===== config.mk =====
export PLATFORM = sky130hd
export DESIGN_NAME = pfr_fault_reporter
export DESIGN_NICKNAME = d
export VERILOG_FILES = /design/src/common/pfr_pkg.sv /design/src/rtl/pfr_fault_reporter.sv
export SDC_FILE = /design/constraint.sdc
export NUM_CORES = 1
export LEC_CHECK = 0
export BUFFER_PORTS_ARGS = -buffer_cell sky130_fd_sc_hd__buf_2
export CAP_MARGIN = 25
export CORE_MARGIN = 2
export CORE_UTILIZATION = 53
export CTS_CLUSTER_SIZE = 25
export DETAILED_ROUTE_END_ITERATION = 7
export GPL_TIMING_DRIVEN = 0
export HOLD_SLACK_MARGIN = 0.08
export PLACE_DENSITY_LB_ADDON = 0.12
export SLEW_MARGIN = 20
export SYNTH_ARGS = -nofsm -noshare
export SYNTH_HDL_FRONTEND = slang
export SYNTH_SLANG_ARGS = --single-unit

===== constraint.sdc =====
create_clock -name aclk -period 2.6 [get_ports aclk]
set_input_delay 0 -clock aclk [delete_from_list [all_inputs] [get_ports aclk]]
set_output_delay 0 -clock aclk [all_outputs]
set_load 0.02 [all_outputs]

===== src/common/pfr_pkg.sv =====
// Constants and types of the fault reporter.
// Assumes one 125 MHz clock, synchronous active-low reset.
//
// Summary of operation
// RL1 - Any posted fault inhibits printing until cleared.
// RL2 - Fault lamp lights when operator action is needed.
// RL3 - Clear button darkens lamp once causes are gone.
// RL4 - Detected faults show a single-digit code.
// RL5 - Each display update sounds the bell once.
// RL6 - Hardware 0, ROM own code, RAM 2, serial 3.
// RL7 - Parity error is code 4 when enabled.
// RL8 - Carriage stall from missing motion is code 5.
// RL9 - Paper run out is code 7.
// RL10 - Code 8 shown briefly as healthy, never held.
// RL11 - Overflow is code 9; host honours busy.
// RL12 - Power-on diagnostic runs and posts its faults.
// RL13 - Self-test may start only while offline.
// RL14 - Master reset homes, tones, loads settings, empties buffer.
// RL15 - Paper out: finish line, offline, lamp, then code.
// RL16 - One carriage retry before declaring a stall.
// RL17 - Code 6 never shown; code held until clear.
`default_nettype none

package pfr_pkg;

    // ------------------------------------------------------------------
    // Timing
    // ------------------------------------------------------------------
    localparam int CLK_PERIOD_NS = 8;          // 125 MHz system clock
    localparam int TICK_NS       = 1000000;    // Millisecond time base
    localparam int TICK_CYC      = TICK_NS / CLK_PERIOD_NS;
    localparam logic [15:0] OK_SHOW_MS = 16'h07D0;  // Healthy code shown 2000 ms
    localparam logic [15:0] STALL_MS   = 16'h0032;  // Motion lost after 50 ms

    // ------------------------------------------------------------------
    // Register map (byte addresses) and fields
    // ------------------------------------------------------------------
    localparam logic [4:0] ADDR_CTRL   = 5'h00;  // Settings
    localparam logic [4:0] ADDR_CMD    = 5'h04;  // Strobes
    localparam logic [4:0] ADDR_STATUS = 5'h08;  // Status
    localparam int CTRL_PAR_EN   = 0;            // Parity report
    localparam int CTRL_OFFLINE  = 1;            // Offline request
    localparam int CMD_CLEAR     = 0;            // Clear
    localparam int CMD_SELFTEST  = 1;            // Self-test
    localparam int CMD_MRESET    = 2;            // Master reset
    localparam logic CTRL_PAR_EN_RST = 1'b1;
    localparam logic [1:0] RESP_OKAY   = 2'h0;
    localparam logic [1:0] RESP_SLVERR = 2'h2;

    // ------------------------------------------------------------------
    // Fault slots and their display codes
    // ------------------------------------------------------------------
    localparam int NF = 8;
    localparam int F_HW = 0, F_ROM = 1, F_RAM = 2, F_SER = 3;
    localparam int F_PAR = 4, F_STALL = 5, F_PAPER = 6, F_OVF = 7;
    localparam logic [3:0] CODE_HW    = 4'h0;
    localparam logic [3:0] CODE_ROM   = 4'h1;
    localparam logic [3:0] CODE_RAM   = 4'h2;
    localparam logic [3:0] CODE_SER   = 4'h3;
    localparam logic [3:0] CODE_PAR   = 4'h4;
    localparam logic [3:0] CODE_STALL = 4'h5;
    localparam logic [3:0] CODE_PAPER = 4'h7;
    localparam logic [3:0] CODE_OK    = 4'h8;
    localparam logic [3:0] CODE_OVF   = 4'h9;

    // Sequencer phases
    typedef enum logic [2:0] {
        PH_DIAG, PH_RUN, PH_SELFTEST, PH_MR_HOME, PH_MR_TONE, PH_MR_LOAD, PH_MR_CLEAR
    } pfr_phase_t;

    // Status register layout
    typedef struct packed {
        logic [10:0]   zero;      // Reads as zero
        pfr_phase_t    phase;     // Sequencer phase
        logic          offline;   // Not connected to host
        logic          shown;     // Digit lit
        logic [3:0]    code;      // Displayed digit
        logic          lamp;      // Panel fault lamp
        logic [2:0]    zero2;     // Reads as zero
        logic [NF-1:0] pend;      // Posted faults
    } pfr_status_t;

    // Whole state of the block
    typedef struct packed {
        pfr_phase_t    phase;
        logic [NF-1:0] pend;
        logic          lamp;
        logic          paper_wait;
        logic          paper_off;
        logic [3:0]    code;
        logic          shown;
        logic          bell;
        logic          tone;
        logic          load_set;
        logic          buf_clear;
        logic          retry;
        logic          miss;
        logic [15:0]   stall_ms;
        logic [15:0]   ok_ms;
        logic          ok_show;
        logic [16:0]   tick_cnt;
        logic          tick;
        logic          par_en;
        logic          off_req;
        logic          aw_have;
        logic [4:0]    aw_addr;
        logic          w_have;
        logic [31:0]   wdata;
        logic [3:0]    wstrb;
        logic          bvalid;
        logic [1:0]    bresp;
        logic          rvalid;
        logic [31:0]   rdata;
        logic [1:0]    rresp;
    } pfr_state_t;

endpackage : pfr_pkg

`default_nettype wire


===== src/rtl/pfr_fault_reporter.sv =====
// Fault supervision, display and start-up sequencing.
// Assumes inputs synchronous to aclk; software on AXI4-Lite.
//
// The AXI4-Lite register port and the register addresses are this design's own decisions.
`default_nettype none

module pfr_fault_reporter
    import pfr_pkg::*;
#(
    parameter int TICK_CYCLES = TICK_CYC    // Cycles per ms tick
) (
    input  wire logic        aclk,
    input  wire logic        aresetn,
    // AXI4-Lite slave
    input  wire logic [4:0]  s_axi_awaddr,
    input  wire logic        s_axi_awvalid,
    output logic             s_axi_awready,
    input  wire logic [31:0] s_axi_wdata,
    input  wire logic [3:0]  s_axi_wstrb,
    input  wire logic        s_axi_wvalid,
    output logic             s_axi_wready,
    output logic [1:0]       s_axi_bresp,
    output logic             s_axi_bvalid,
    input  wire logic        s_axi_bready,
    input  wire logic [4:0]  s_axi_araddr,
    input  wire logic        s_axi_arvalid,
    output logic             s_axi_arready,
    output logic [31:0]      s_axi_rdata,
    output logic [1:0]       s_axi_rresp,
    output logic             s_axi_rvalid,
    input  wire logic        s_axi_rready,
    // Fault causes
    input  wire logic        hw_fail,
    input  wire logic        rom_fail,
    input  wire logic        ram_fail,
    input  wire logic        serial_fail,
    input  wire logic        serial_model,
    input  wire logic        cfg_parity_off,
    input  wire logic        parity_err,
    input  wire logic        rx_overflow,
    input  wire logic        rx_nearly_full,
    input  wire logic        carriage_drive,
    input  wire logic        motion_pulse,
    input  wire logic        home_sensor,
    input  wire logic        paper_present,
    input  wire logic        line_done,
    // Handshakes and buttons
    input  wire logic        diag_done,
    input  wire logic        selftest_done,
    input  wire logic        clear_button,
    input  wire logic        master_reset_button,
    // Panel and display
    output logic             fault_lamp,
    output logic [3:0]       fault_code,
    output logic             code_shown,
    output logic             bell,
    // Printer control
    output logic             print_inhibit,
    output logic             printer_busy,
    output logic             host_connected_state,
    output logic             diag_run,
    output logic             selftest_run,
    output logic             carriage_home_cmd,
    output logic             carriage_retry,
    output logic             tone,
    output logic             load_settings,
    output logic             char_buf_clear
);

    // ------------------------------------------------------------------
    // State
    // ------------------------------------------------------------------
    pfr_state_t  s;           // Registered state
    pfr_state_t  next_s;      // Next state
    pfr_status_t stat;        // Status word view

    // Top posted fault to its digit
    function automatic logic [4:0] pick_code(input logic [NF-1:0] p);
        logic [4:0] r;
        r = 5'h00;
        if (p[F_OVF])   r = {1'b1, CODE_OVF};
        if (p[F_PAPER]) r = {1'b1, CODE_PAPER};
        if (p[F_STALL]) r = {1'b1, CODE_STALL};
        if (p[F_PAR])   r = {1'b1, CODE_PAR};
        if (p[F_SER])   r = {1'b1, CODE_SER};
        if (p[F_RAM])   r = {1'b1, CODE_RAM};
        if (p[F_ROM])   r = {1'b1, CODE_ROM};
        if (p[F_HW])    r = {1'b1, CODE_HW};
        return r;
    endfunction

    // ------------------------------------------------------------------
    // Bus handshakes
    // ------------------------------------------------------------------
    assign s_axi_awready = !s.aw_have && !s.bvalid;
    assign s_axi_wready  = !s.w_have && !s.bvalid;
    assign s_axi_arready = !s.rvalid;
    assign s_axi_bvalid  = s.bvalid;
    assign s_axi_bresp   = s.bresp;
    assign s_axi_rvalid  = s.rvalid;
    assign s_axi_rdata   = s.rdata;
    assign s_axi_rresp   = s.rresp;

    // ------------------------------------------------------------------
    // Outputs
    // ------------------------------------------------------------------
    assign fault_lamp           = s.lamp;
    assign fault_code           = s.code;
    assign code_shown           = s.shown;
    assign bell                 = s.bell;
    assign print_inhibit        = (|s.pend) || s.paper_off || (s.phase != PH_RUN);  // RL1
    assign printer_busy         = print_inhibit || rx_nearly_full;                  // RL11
    assign host_connected_state = (s.phase == PH_RUN) && !s.off_req && !s.paper_off;
    assign diag_run             = (s.phase == PH_DIAG);                             // RL12
    assign selftest_run         = (s.phase == PH_SELFTEST);
    assign carriage_home_cmd    = (s.phase == PH_MR_HOME);                          // RL14
    assign carriage_retry       = s.retry;
    assign tone                 = s.tone;
    assign load_settings        = s.load_set;
    assign char_buf_clear       = s.buf_clear;

    // Status word
    always_comb begin
        stat         = '0;
        stat.phase   = s.phase;
        stat.offline = !host_connected_state;
        stat.shown   = s.shown;
        stat.code    = s.code;
        stat.lamp    = s.lamp;
        stat.pend    = s.pend;
    end

    // ------------------------------------------------------------------
    // Next-state logic
    // ------------------------------------------------------------------
    always_comb begin
        logic          wr_go;      // Both write halves held
        logic          cmd_wr;     // Command write
        logic          clr;        // Fault clear
        logic          st_go;      // Self-test request
        logic          mr_go;      // Master reset request
        logic [NF-1:0] set_v;      // New faults
        logic [NF-1:0] hold_v;     // Level causes
        logic [4:0]    pc;         // Picked code
        logic [3:0]    nd;         // Next digit
        logic          ns;         // Next shown
        wr_go  = 1'b0;
        cmd_wr = 1'b0;
        clr    = 1'b0;
        st_go  = 1'b0;
        mr_go  = 1'b0;
        set_v  = '0;
        hold_v = '0;
        pc     = 5'h00;
        nd     = 4'h0;
        ns     = 1'b0;
        next_s = s;
        next_s.bell      = 1'b0;
        next_s.tone      = 1'b0;
        next_s.load_set  = 1'b0;
        next_s.buf_clear = 1'b0;
        next_s.retry     = 1'b0;

        // Millisecond enable
        next_s.tick = 1'b0;
        if (s.tick_cnt >= 17'(TICK_CYCLES - 1)) begin
            next_s.tick_cnt = '0;
            next_s.tick     = 1'b1;
        end else begin
            next_s.tick_cnt = s.tick_cnt + 17'h00001;
        end

        // Write halves taken in either order
        if (s_axi_awvalid && s_axi_awready) begin
            next_s.aw_have = 1'b1;
            next_s.aw_addr = s_axi_awaddr;
        end
        if (s_axi_wvalid && s_axi_wready) begin
            next_s.w_have = 1'b1;
            next_s.wdata  = s_axi_wdata;
            next_s.wstrb  = s_axi_wstrb;
        end
        wr_go = s.aw_have && s.w_have;
        if (wr_go) begin
            next_s.aw_have = 1'b0;
            next_s.w_have  = 1'b0;
            next_s.bvalid  = 1'b1;
            next_s.bresp   = RESP_OKAY;
            unique case (s.aw_addr)
                ADDR_CTRL: begin
                    if (s.wstrb[0]) begin
                        next_s.par_en  = s.wdata[CTRL_PAR_EN];
                        next_s.off_req = s.wdata[CTRL_OFFLINE];
                    end
                end
                ADDR_CMD:    cmd_wr = s.wstrb[0];
                ADDR_STATUS: ; // Read-only
                default:     next_s.bresp = RESP_SLVERR; // Unmapped
            endcase
        end
        if (s.bvalid && s_axi_bready) begin
            next_s.bvalid = 1'b0;
        end

        // Read channel
        if (s_axi_arvalid && s_axi_arready) begin
            next_s.rvalid = 1'b1;
            next_s.rresp  = RESP_OKAY;
            unique case (s_axi_araddr)
                ADDR_CTRL:   next_s.rdata = {30'h0, s.off_req, s.par_en};
                ADDR_CMD:    next_s.rdata = 32'h00000000;
                ADDR_STATUS: next_s.rdata = stat;
                default: begin
                    next_s.rdata = 32'h00000000;
                    next_s.rresp = RESP_SLVERR;
                end
            endcase
        end else if (s.rvalid && s_axi_rready) begin
            next_s.rvalid = 1'b0;
        end

        // Command strobes
        clr   = clear_button || (cmd_wr && s.wdata[CMD_CLEAR]);
        st_go = cmd_wr && s.wdata[CMD_SELFTEST];
        mr_go = master_reset_button || (cmd_wr && s.wdata[CMD_MRESET]);

        // Carriage watchdog
        if (motion_pulse || !carriage_drive) begin
            next_s.stall_ms = '0;
            if (motion_pulse) begin
                next_s.miss = 1'b0;
            end
        end else if (s.tick) begin
            if (s.stall_ms >= STALL_MS - 16'h0001) begin
                next_s.stall_ms = '0;
                if (!s.miss) begin
                    next_s.miss  = 1'b1;           // RL16
                    next_s.retry = 1'b1;
                end else begin
                    next_s.miss         = 1'b0;
                    set_v[F_STALL]      = 1'b1;    // RL8
                    next_s.lamp         = 1'b1;    // RL16
                end
            end else begin
                next_s.stall_ms = s.stall_ms + 16'h0001;
            end
        end

        // Paper out: line, offline, lamp, code
        if (!paper_present && !s.paper_off) begin
            next_s.paper_wait = 1'b1;
        end
        if ((s.paper_wait || !paper_present) && !s.paper_off && line_done) begin
            next_s.paper_wait = 1'b0;
            next_s.paper_off  = 1'b1;              // RL15
            next_s.lamp       = 1'b1;              // RL15
        end
        set_v[F_PAPER] = s.paper_off && !paper_present;  // RL9

        // Other fault causes
        set_v[F_HW]  = hw_fail;                    // RL6
        set_v[F_ROM] = rom_fail;                   // RL6
        set_v[F_RAM] = ram_fail;                   // RL6
        set_v[F_SER] = serial_fail && serial_model;  // RL6
        set_v[F_PAR] = parity_err && s.par_en && !cfg_parity_off;  // RL7
        set_v[F_OVF] = rx_overflow;                // RL11

        // Clear keeps level causes; set wins
        hold_v[F_HW]    = hw_fail;
        hold_v[F_ROM]   = rom_fail;
        hold_v[F_RAM]   = ram_fail;
        hold_v[F_SER]   = serial_fail && serial_model;
        hold_v[F_PAPER] = !paper_present;
        next_s.pend = (clr ? (s.pend & hold_v) : s.pend) | set_v;  // RL17
        if (clr && paper_present) begin
            next_s.paper_off  = 1'b0;
            next_s.paper_wait = 1'b0;
        end
        if (|set_v) begin
            next_s.lamp = 1'b1;                    // RL2
        end else if (clr && (next_s.pend == '0) && !next_s.paper_off) begin
            next_s.lamp = 1'b0;                    // RL3
        end

        // Sequencer
        unique case (s.phase)
            PH_DIAG: begin
                if (diag_done) begin
                    next_s.phase = PH_RUN;         // RL12
                    next_s.ok_show = (next_s.pend == '0);  // RL10
                    next_s.ok_ms   = '0;
                end
            end
            PH_RUN: begin
                if (st_go && !host_connected_state) begin
                    next_s.phase = PH_SELFTEST;    // RL13
                end
            end
            PH_SELFTEST: begin
                if (selftest_done) begin
                    next_s.phase = PH_RUN;
                end
            end
            PH_MR_HOME: begin
                if (home_sensor) begin
                    next_s.phase = PH_MR_TONE;     // RL14
                    next_s.tone  = 1'b1;
                end
            end
            PH_MR_TONE: begin
                next_s.phase    = PH_MR_LOAD;
                next_s.load_set = 1'b1;            // RL14
            end
            PH_MR_LOAD: begin
                next_s.phase     = PH_MR_CLEAR;
                next_s.buf_clear = 1'b1;           // RL14
            end
            PH_MR_CLEAR: next_s.phase = PH_RUN;
        endcase
        if (mr_go && (s.phase != PH_DIAG)) begin
            next_s.phase   = PH_MR_HOME;           // RL14
            next_s.ok_show = 1'b0;
        end

        // Healthy code times out
        if (s.ok_show) begin
            if (next_s.pend != '0) begin
                next_s.ok_show = 1'b0;
            end else if (s.tick) begin
                if (s.ok_ms >= OK_SHOW_MS - 16'h0001) begin
                    next_s.ok_show = 1'b0;         // RL10
                end else begin
                    next_s.ok_ms = s.ok_ms + 16'h0001;
                end
            end
        end

        // Display and bell
        pc = pick_code(next_s.pend);
        if (pc[4]) begin
            nd = pc[3:0];                          // RL4
            ns = 1'b1;
        end else if (next_s.ok_show) begin
            nd = CODE_OK;
            ns = 1'b1;
        end
        next_s.code  = ns ? nd : s.code;
        next_s.shown = ns;
        next_s.bell  = ns && (!s.shown || (nd != s.code));  // RL5
    end

    // ------------------------------------------------------------------
    // State register
    // ------------------------------------------------------------------
    always_ff @(posedge aclk) begin
        if (!aresetn) begin
            s        <= '0;
            s.phase  <= PH_DIAG;
            s.par_en <= CTRL_PAR_EN_RST;
        end else begin
            s <= next_s;
        end
    end

endmodule // pfr_fault_reporter

`default_nettype wire


==> impl_metrics.yaml, run 1 <==
run_status:
  run_status: "complete, but fails checks"
  violations_in_the_final_reports: "negative setup slack"
layout:
  layout.cells.non_filler: 880
  drive_gt1_share_pct: 24.10
  layout-area-overhead-vs-synth_pct: 27.63
  layout_commonest_cell: "sky130_fd_sc_hd__nor2_1"
  stdcell_area_sq_um: 6520
  antennaDiodeCount: 0
  mostFrequentLayoutCells: "109 x sky130_fd_sc_hd__nor2_1, 107 x sky130_fd_sc_hd__dfxtp_1, 80 x sky130_fd_sc_hd__buf_2"
  final_nets: 822
floorplan:
  top_level_ports: 129
  core_area_sq_um: 9284
  rows: 35
  floorplan.die_area_sq_um: 10440
  initial_core_util_pct: 55.03
  chipHeight_um: 102.2
  die_width_um: 102.2
critical_path:
  worst-setup-path-type: "flop to flop"
  regToRegStartpoint: "s[79]$_SDFFE_PN0P_"
  setup.reg_to_reg.worst_slack_ps: -10
  critical-path-max-stage-delay_ps: 400
  timing.critical_path.cells: "nor4b_4, buf_4, a311oi_4, nor4_4, nand4bb_4, nor3_4, buf_6, and3b_1, o31a_1"
  r2r_cells: 9
  worst-path-max-fanout: 5
  timing.critical_path.from_type: "flop"
  cp_data_arrival_time_ps: 2870
  timing.rr.end: "s[111]$_SDFF_PN0_"
  critical_path_required_ps: 2860
  crit_path_top_delay_cell: "sky130_fd_sc_hd__nor4b_4"
  crit_path_end_kind: "flop"
logic_synthesis:
  ys_seq_elements: 111
  synth.cell_area_sq_um: 5109
  synth_cell_type_count: 61
  syn_avg_cell_area_sq_um: 8.644
  synthCells: 591
  synth_enable_flop_cells: 0
  ys.flop_type: "sky130_fd_sc_hd__dfxtp_1"
  yosysWarnings: 0
  synthArstFlopShare_pct: 0
  yosysSeqAreaShare_pct: 43.50
clock_network:
  clk_pin_slew_worst_paths_ps: 110
  cts.sink_count: 111
  root_cell_of_the_clock_tree: "sky130_fd_sc_hd__clkbuf_8"
  insertion_delay_ps: 360
  cts_tree: "done"
  cts_buffer_depth: 2
  ctsHtreeMaxLevel: 3
  cts_made_buffers: 9
power:
  p_seq_share_pct: 51.0
  power_per_cell_area_nw_per_um2: 534.6
  power_frac_comb_pct: 12.5
  switching_share_pct: 25.96
  p_leak_uw: 0.002808
  p_switching_uw: 904.6
  power.clock.fraction_pct: 36.5
  p_int_uw: 2581
  ir_worst_vdd_v: 0.0003496
timing:
  finalCriticalPeriod_ps: 2612
  setup_ws_ps: -11.90
  grt_setup_unrepaired: "yes"
  final-max-slew-violation-count: 0
  hold_violations: 0
  timing.clock.skew_ps: 17.11
  achievable_clock_frequency_ghz: 0.3829
  fin_tns_setup_ps: -17.84
  min_period_over_period_pct: 100.5
  fin_worst_hold_slack_ps: 104.1
  timing_worst_slew_pin_value_ps: 793.0
  slew_headroom_pct: 46.39
  finalSetupViolations: 3
hold_path:
  holdPathStages: 5
  worst_hold_path.endpoint: "s[156]$_SDFFE_PN0P_"
  hold_class: "input pin to flop"
  hold_start: "diag_done"
routing:
  drtIter0Drc: 194
  route.final.wire_length_um: 12870
  drt-wirelength-per-cell_um: 14.63
  via_count: 4737
  drc: 0
  via_per_instance_ratio: 5.383
  pre_repair_dr_iteration_count: 7
  antenna_violating_nets_post_route: 0
global_routing:
  global_route_wire_length_before_repair_um: 20470
  antenna_violations_before_repair: 0
  first_global_vias: 4400
  total_routing_usage_gr_pct: 24.39
  grt_start_max_net_pins: 20
  global_route_overflow: 0
placed_design:
  post-dp-hpwl_um: 8454
  gp_congestion: 0.9747
  placement.io_buffers: 80
  post-place-cells: 815
  place_area_sq_um: 5727
job:
  maxCapViolations: 0
==> per-stage QoR <==
stage | power (uW) | util, % | worst slack (ps)
finish | 3485 | 70.23 | -11.90
global route | 3603 | 70.23 | -157.5
CTS | 3464 | 68.38 | 4.606
detailed placement | 2175 | 61.68 | -182.4
global placement | 2168 | 61.68 | -119.3
floorplan | 2056 | - | 308.0
==> worst max-delay path by stage <==
| stage | start | end | slack (ps) | depth (start not counted) |
|---|---|---|---|---|
| finish | s[79]$_SDFFE_PN0P_ | s[111]$_SDFF_PN0_ | -10 | 9 |
| global placement | s[79]$_SDFFE_PN0P_ | s[108]$_SDFF_PN0_ | -120 | 8 |
| global route | s[79]$_SDFFE_PN0P_ | s[104]$_SDFF_PN0_ | -160 | 9 |
| CTS | s[74]$_SDFFE_PP0P_ | s[111]$_SDFF_PN0_ | 5 | 9 |
| floorplan | s[126]$_SDFFE_PP0P_ | s[108]$_SDFF_PN0_ | 310 | 8 |
| detailed placement | s[77]$_SDFFE_PN0P_ | s[107]$_SDFF_PN0_ | -180 | 8 |
==> cells in the mapped netlist (2+ instances only) <==
master	instances	area, sq um
sky130_fd_sc_hd__nor4_1	3	18.77
sky130_fd_sc_hd__and2_1	6	37.54
sky130_fd_sc_hd__a21o_1	2	15.01
sky130_fd_sc_hd__nand4b_1	2	17.52
sky130_fd_sc_hd__mux2_2	2	22.52
sky130_fd_sc_hd__a21oi_1	32	160.2
sky130_fd_sc_hd__nand2b_1	7	43.79
sky130_fd_sc_hd__ha_1	5	62.56
sky130_fd_sc_hd__or2_2	5	31.28
sky130_fd_sc_hd__a211o_1	2	17.52
sky130_fd_sc_hd__buf_4	40	300.3
sky130_fd_sc_hd__a311oi_1	3	26.28
sky130_fd_sc_hd__nand2_1	30	112.6
sky130_fd_sc_hd__clkbuf_1	21	78.83
sky130_fd_sc_hd__o21ai_1	4	20.02
sky130_fd_sc_hd__nor2b_1	7	43.79
sky130_fd_sc_hd__or4_1	4	30.03
sky130_fd_sc_hd__xnor2_1	10	87.58
sky130_fd_sc_hd__a41oi_1	2	17.52
sky130_fd_sc_hd__a31oi_1	9	56.30
sky130_fd_sc_hd__buf_2	2	10.01
sky130_fd_sc_hd__xor2_1	15	131.4
sky130_fd_sc_hd__o22ai_1	2	12.51
sky130_fd_sc_hd__nand3b_1	10	75.07
sky130_fd_sc_hd__and3_1	18	112.6
sky130_fd_sc_hd__mux2i_1	18	180.2
sky130_fd_sc_hd__nor3_1	10	50.05
sky130_fd_sc_hd__o31a_1	2	17.52
sky130_fd_sc_hd__nand3_1	13	65.06
sky130_fd_sc_hd__nor4b_1	3	26.28
sky130_fd_sc_hd__or3_1	5	31.28
sky130_fd_sc_hd__nand4_1	6	37.54
sky130_fd_sc_hd__o21ai_0	9	45.04
sky130_fd_sc_hd__a311o_1	2	20.02
sky130_fd_sc_hd__and3b_1	4	35.03
sky130_fd_sc_hd__a211oi_1	3	22.52
sky130_fd_sc_hd__a22oi_1	17	127.6
sky130_fd_sc_hd__inv_1	15	56.30
sky130_fd_sc_hd__nor2_1	109	409.1
sky130_fd_sc_hd__dfxtp_1	111	2222
==> flip-flops by register name, summed over array words and instances (netlist names) <==
name / cells
fault_lamp: 1
load_settings: 1
s: 78
bell: 1
s_axi_rvalid: 1
fault_code: 4
char_buf_clear: 1
tone: 1
carriage_retry: 1
s_axi_bvalid: 1
code_shown: 1
s_axi_rdata: 18
s_axi_bresp: 1
s_axi_rresp: 1
==> worst max-delay path, delay by kind of cell, from the launching register on <==
| family | cells | cell delay [ps] |
|---|---|---|
| compound gates | 2 | 340 |
| simple gates | 5 | 1440 |
| buf+inv | 2 | 340 |
| flops | 1 | 370 |
==> layer usage <==
layer,vias up,global-route usage [%],share of wire [%]
li1,2303,-,-
met1,2233,32.10,44
met2,164,41.45,48
met3,37,2.941,5.5
met4,0,8.718,2.9
met5,-,0,0
==> power groups by stage <==
stage / registers [uW] / clock network [uW] / logic [uW]
2_1_floorplan: 1810 / 0 / 245
3_3_place_gp: 1810 / 0 / 357
6_report: 1780 / 1270 / 436
5_1_grt: 1780 / 1340 / 476
3_5_place_dp: 1810 / 0 / 362
4_1_cts: 1780 / 1280 / 406
==> kinds of logic after synthesis <==
group           count (synthesis)  synth area share, %
compound gates                 99                12.78
fa+ha+maj                       5                1.225
other cells                     1              0.07340
flops                         111                43.50
simple gates                  250                25.15
xor+xnor                       25                4.286
buf+inv                        80                9.013
mux                            20                3.968
==> layout make-up <==
| class | instances | area, sq um |
|---|---|---|
| fillers | 759 | 2764 |
| plain buffers | 65 | 410.4 |
| flip-flops and latches | 111 | 2230 |
| well taps | 129 | 161.4 |
| repair buffers | 129 | 858.3 |
| multi-input cells | 415 | 2555 |
| inverters | 15 | 56.30 |
| clock inverters | 7 | 125.1 |
| clock buffers | 9 | 123.9 |
==> repair_timing <==
item | CTS | global route
hold buffers | 33 | 0
gates cloned | 0 | 0
endpoints found under the hold margin | 28 | 0
setup endpoints to repair | 17 | 20
gates resized for setup | 2 | 22
buffers inserted | 5 | 11
pin swaps | 4 | 9
No activity file was read; power rests on OpenSTA's default activity.
==> run 2, diff against run 1 <==
- CORE_UTILIZATION: 53 -> 35
==> run 2 against run 1 <==
The run now ends clean; combinational power is 3% lower; maximum frequency is 3.8% higher; non-clock buffer count is 8 lower; via count is 5.1% lower; cell count is 5.3% higher; sequential power hardly changed; register-to-register slack better by 90 ps; total power is 0.73% lower; global-route usage is 7.6 points lower; design area is 0.31% lower; flip-flop and latch count stayed put.
==> impl_metrics.yaml, run 2 (same netlist as run 1, synthesis figures left out) <==
run_status:
  run_status: "finished, final reports clean"
floorplan:
  top_level_ports: 129
  rows: 44
  core_area_sq_um: 14370
  floorplan.die_area_sq_um: 15580
  initial_core_util_pct: 35.55
  die_width_um: 124.8
  chipHeight_um: 124.8
critical_path:
  crit_path_end_kind: "flop"
  crit_family: "simple AND/OR/NAND/NOR gates"
  critical_path_required_ps: 2820
  crit_path_top_delay_cell: "sky130_fd_sc_hd__nor4b_4"
  setup.reg_to_reg.worst_slack_ps: 80
  worst-setup-path-type: "flop to flop"
  cp_data_arrival_time_ps: 2740
  worst-path-buf-inv: 4
  timing.critical_path.cells: "nor4b_4, buf_4, a311oi_1, nor4_2, buf_4, nand4bb_4, nor3_4, buf_6, buf_6, mux2i_1, a211oi_2"
  regToRegStartpoint: "s[79]$_SDFFE_PN0P_"
  critical-path-max-stage-delay_ps: 420
  worst-path-max-fanout: 10
  timing.critical_path.from_type: "flop"
  setup.worst_path.start: "s[79]$_SDFFE_PN0P_"
layout:
  layout-area-overhead-vs-synth_pct: 27.23
  registers.top_by_ff_count: "s"
  drive_gt1_share_pct: 22.75
  layout_commonest_cell: "sky130_fd_sc_hd__nor2_1"
  mostFrequentLayoutCells: "109 x sky130_fd_sc_hd__nor2_1, 107 x sky130_fd_sc_hd__dfxtp_1, 82 x sky130_fd_sc_hd__buf_2"
  layout.cells.non_filler: 927
  fillerInstances: 1462
  final_nets: 814
  antennaDiodeCount: 0
  largest_reg_flops: 78
  stdcell_area_sq_um: 6500
power:
  ir_worst_vdd_v: 0.0003332
  p_leak_uw: 0.002753
  power_per_cell_area_nw_per_um2: 532.3
global_routing:
  total_routing_usage_gr_pct: 16.76
  grt_start_max_net_pins: 17
  antenna_violations_before_repair: 0
  first_global_vias: 4370
  global_route_wire_length_before_repair_um: 21170
  global_route_overflow: 0
hold_path:
  hold_class: "input pin to flop"
  hold_start: "selftest_done"
routing:
  antenna_violating_nets_post_route: 0
  drtIter0Drc: 210
  route.final.wire_length_um: 12880
  drc: 0
  pre_repair_dr_iteration_count: 4
  drt-wirelength-per-cell_um: 13.89
  via_per_instance_ratio: 4.848
  via_count: 4494
clock_network:
  insertion_delay_ps: 360
  cts_buffer_depth: 2
  cts_tree: "done"
  root_cell_of_the_clock_tree: "sky130_fd_sc_hd__clkbuf_16"
  clk_pin_slew_worst_paths_ps: 70
  ctsHtreeMaxLevel: 3
  cts_made_buffers: 9
  cts.sink_count: 111
placed_design:
  place_area_sq_um: 5796
  post-dp-hpwl_um: 9192
  placement.io_buffers: 80
  post-place-cells: 870
  gp_congestion: 0.8612
  dpl_worst_slack_ps: -222.6
timing:
  finalCriticalPeriod_ps: 2517
  setup_ws_ps: 82.53
  hold_violations: 0
  final-max-slew-violation-count: 0
  finalSetupViolations: 0
  min_period_over_period_pct: 96.83
  fin_worst_hold_slack_ps: 97.33
  timing_worst_slew_pin_value_ps: 735.0
  timing.clock.skew_ps: 9.777
  slew_headroom_pct: 50.31
  achievable_clock_frequency_ghz: 0.3972
job:
  maxCapViolations: 0
==> run 2: cell types whose count changed in the layout (fill, tap and decap cells not counted), sizes merged <==
cell	change
buf	-7
clkinvlp	+2
bufinv	-3
clkbuf	+3
inv	-3
==> run 2: through the flow <==
step / utilization [%] / total power [uW] / TNS, ps
3_3_place_gp: 40.33 / 2179 / -1808
3_5_place_dp: 40.33 / 2185 / -2213
2_1_floorplan: - / 2056 / 0
6_report: 45.24 / 3460 / 0
4_1_cts: 44.81 / 3497 / 0
5_1_grt: 45.24 / 3625 / -123.7
==> run 2: worst reg2reg max path, stage by stage, from the launching register on <==
cell                        delay [ps]
sky130_fd_sc_hd__dfxtp_2           340
sky130_fd_sc_hd__nor4b_4           420
sky130_fd_sc_hd__buf_4             190
sky130_fd_sc_hd__a311oi_1          120
sky130_fd_sc_hd__nor4_2            230
sky130_fd_sc_hd__buf_4             160
sky130_fd_sc_hd__nand4bb_4         160
sky130_fd_sc_hd__nor3_4            160
sky130_fd_sc_hd__buf_6             150
sky130_fd_sc_hd__buf_6             140
sky130_fd_sc_hd__mux2i_1           210
sky130_fd_sc_hd__a211oi_2           90
==> run 2: layer usage <==
metal | up-vias | global-route usage, % | share of wire [%]
li1 | 2286 | - | -
met1 | 2101 | 21.08 | 47
met2 | 83 | 27.19 | 46
met3 | 24 | 3.866 | 4.2
met4 | 0 | 7.908 | 2.6
met5 | - | 0 | 0
==> run 2: where the power goes <==
group          switching (uW)  total, uW  internal, uW
Clock                     613       1260           650
Combinational             240        421           181
Sequential               35.2       1780          1740
Total                     888       3460          2570
==> run 2: cell type report <==
class	count	area [sq um]	share of cell area (%)
Multi-Input combinational cell	415	2526	38.86
Tap cell	184	230.2	3.542
Inverter	15	56.30	0.8662
Buffer	65	405.4	6.237
Clock inverter	3	20.02	0.3080
Timing Repair Buffer	121	794.5	12.22
Sequential cell	111	2227	34.26
Clock buffer	13	240.2	3.696
==> run 2: final timing paths <==
| path | to | cells past startpoint |
|---|---|---|
| max | s[108]$_SDFF_PN0_ | 11 |
| min reg2reg | s[84]$_SDFF_PP0_ | 1 |
| max reg2reg | s[108]$_SDFF_PN0_ | 11 |
| min | s[156]$_SDFFE_PN0P_ | 5 |
==> run 2: repair_timing <==
| action | in CTS | in global routing |
|---|---|---|
| hold endpoints to repair | 27 | 0 |
| gates resized for setup | 2 | 12 |
| buffers inserted | 5 | 3 |
| setup endpoints to repair | 17 | 16 |
| pin swaps | 3 | 3 |
| hold buffers | 33 | 0 |
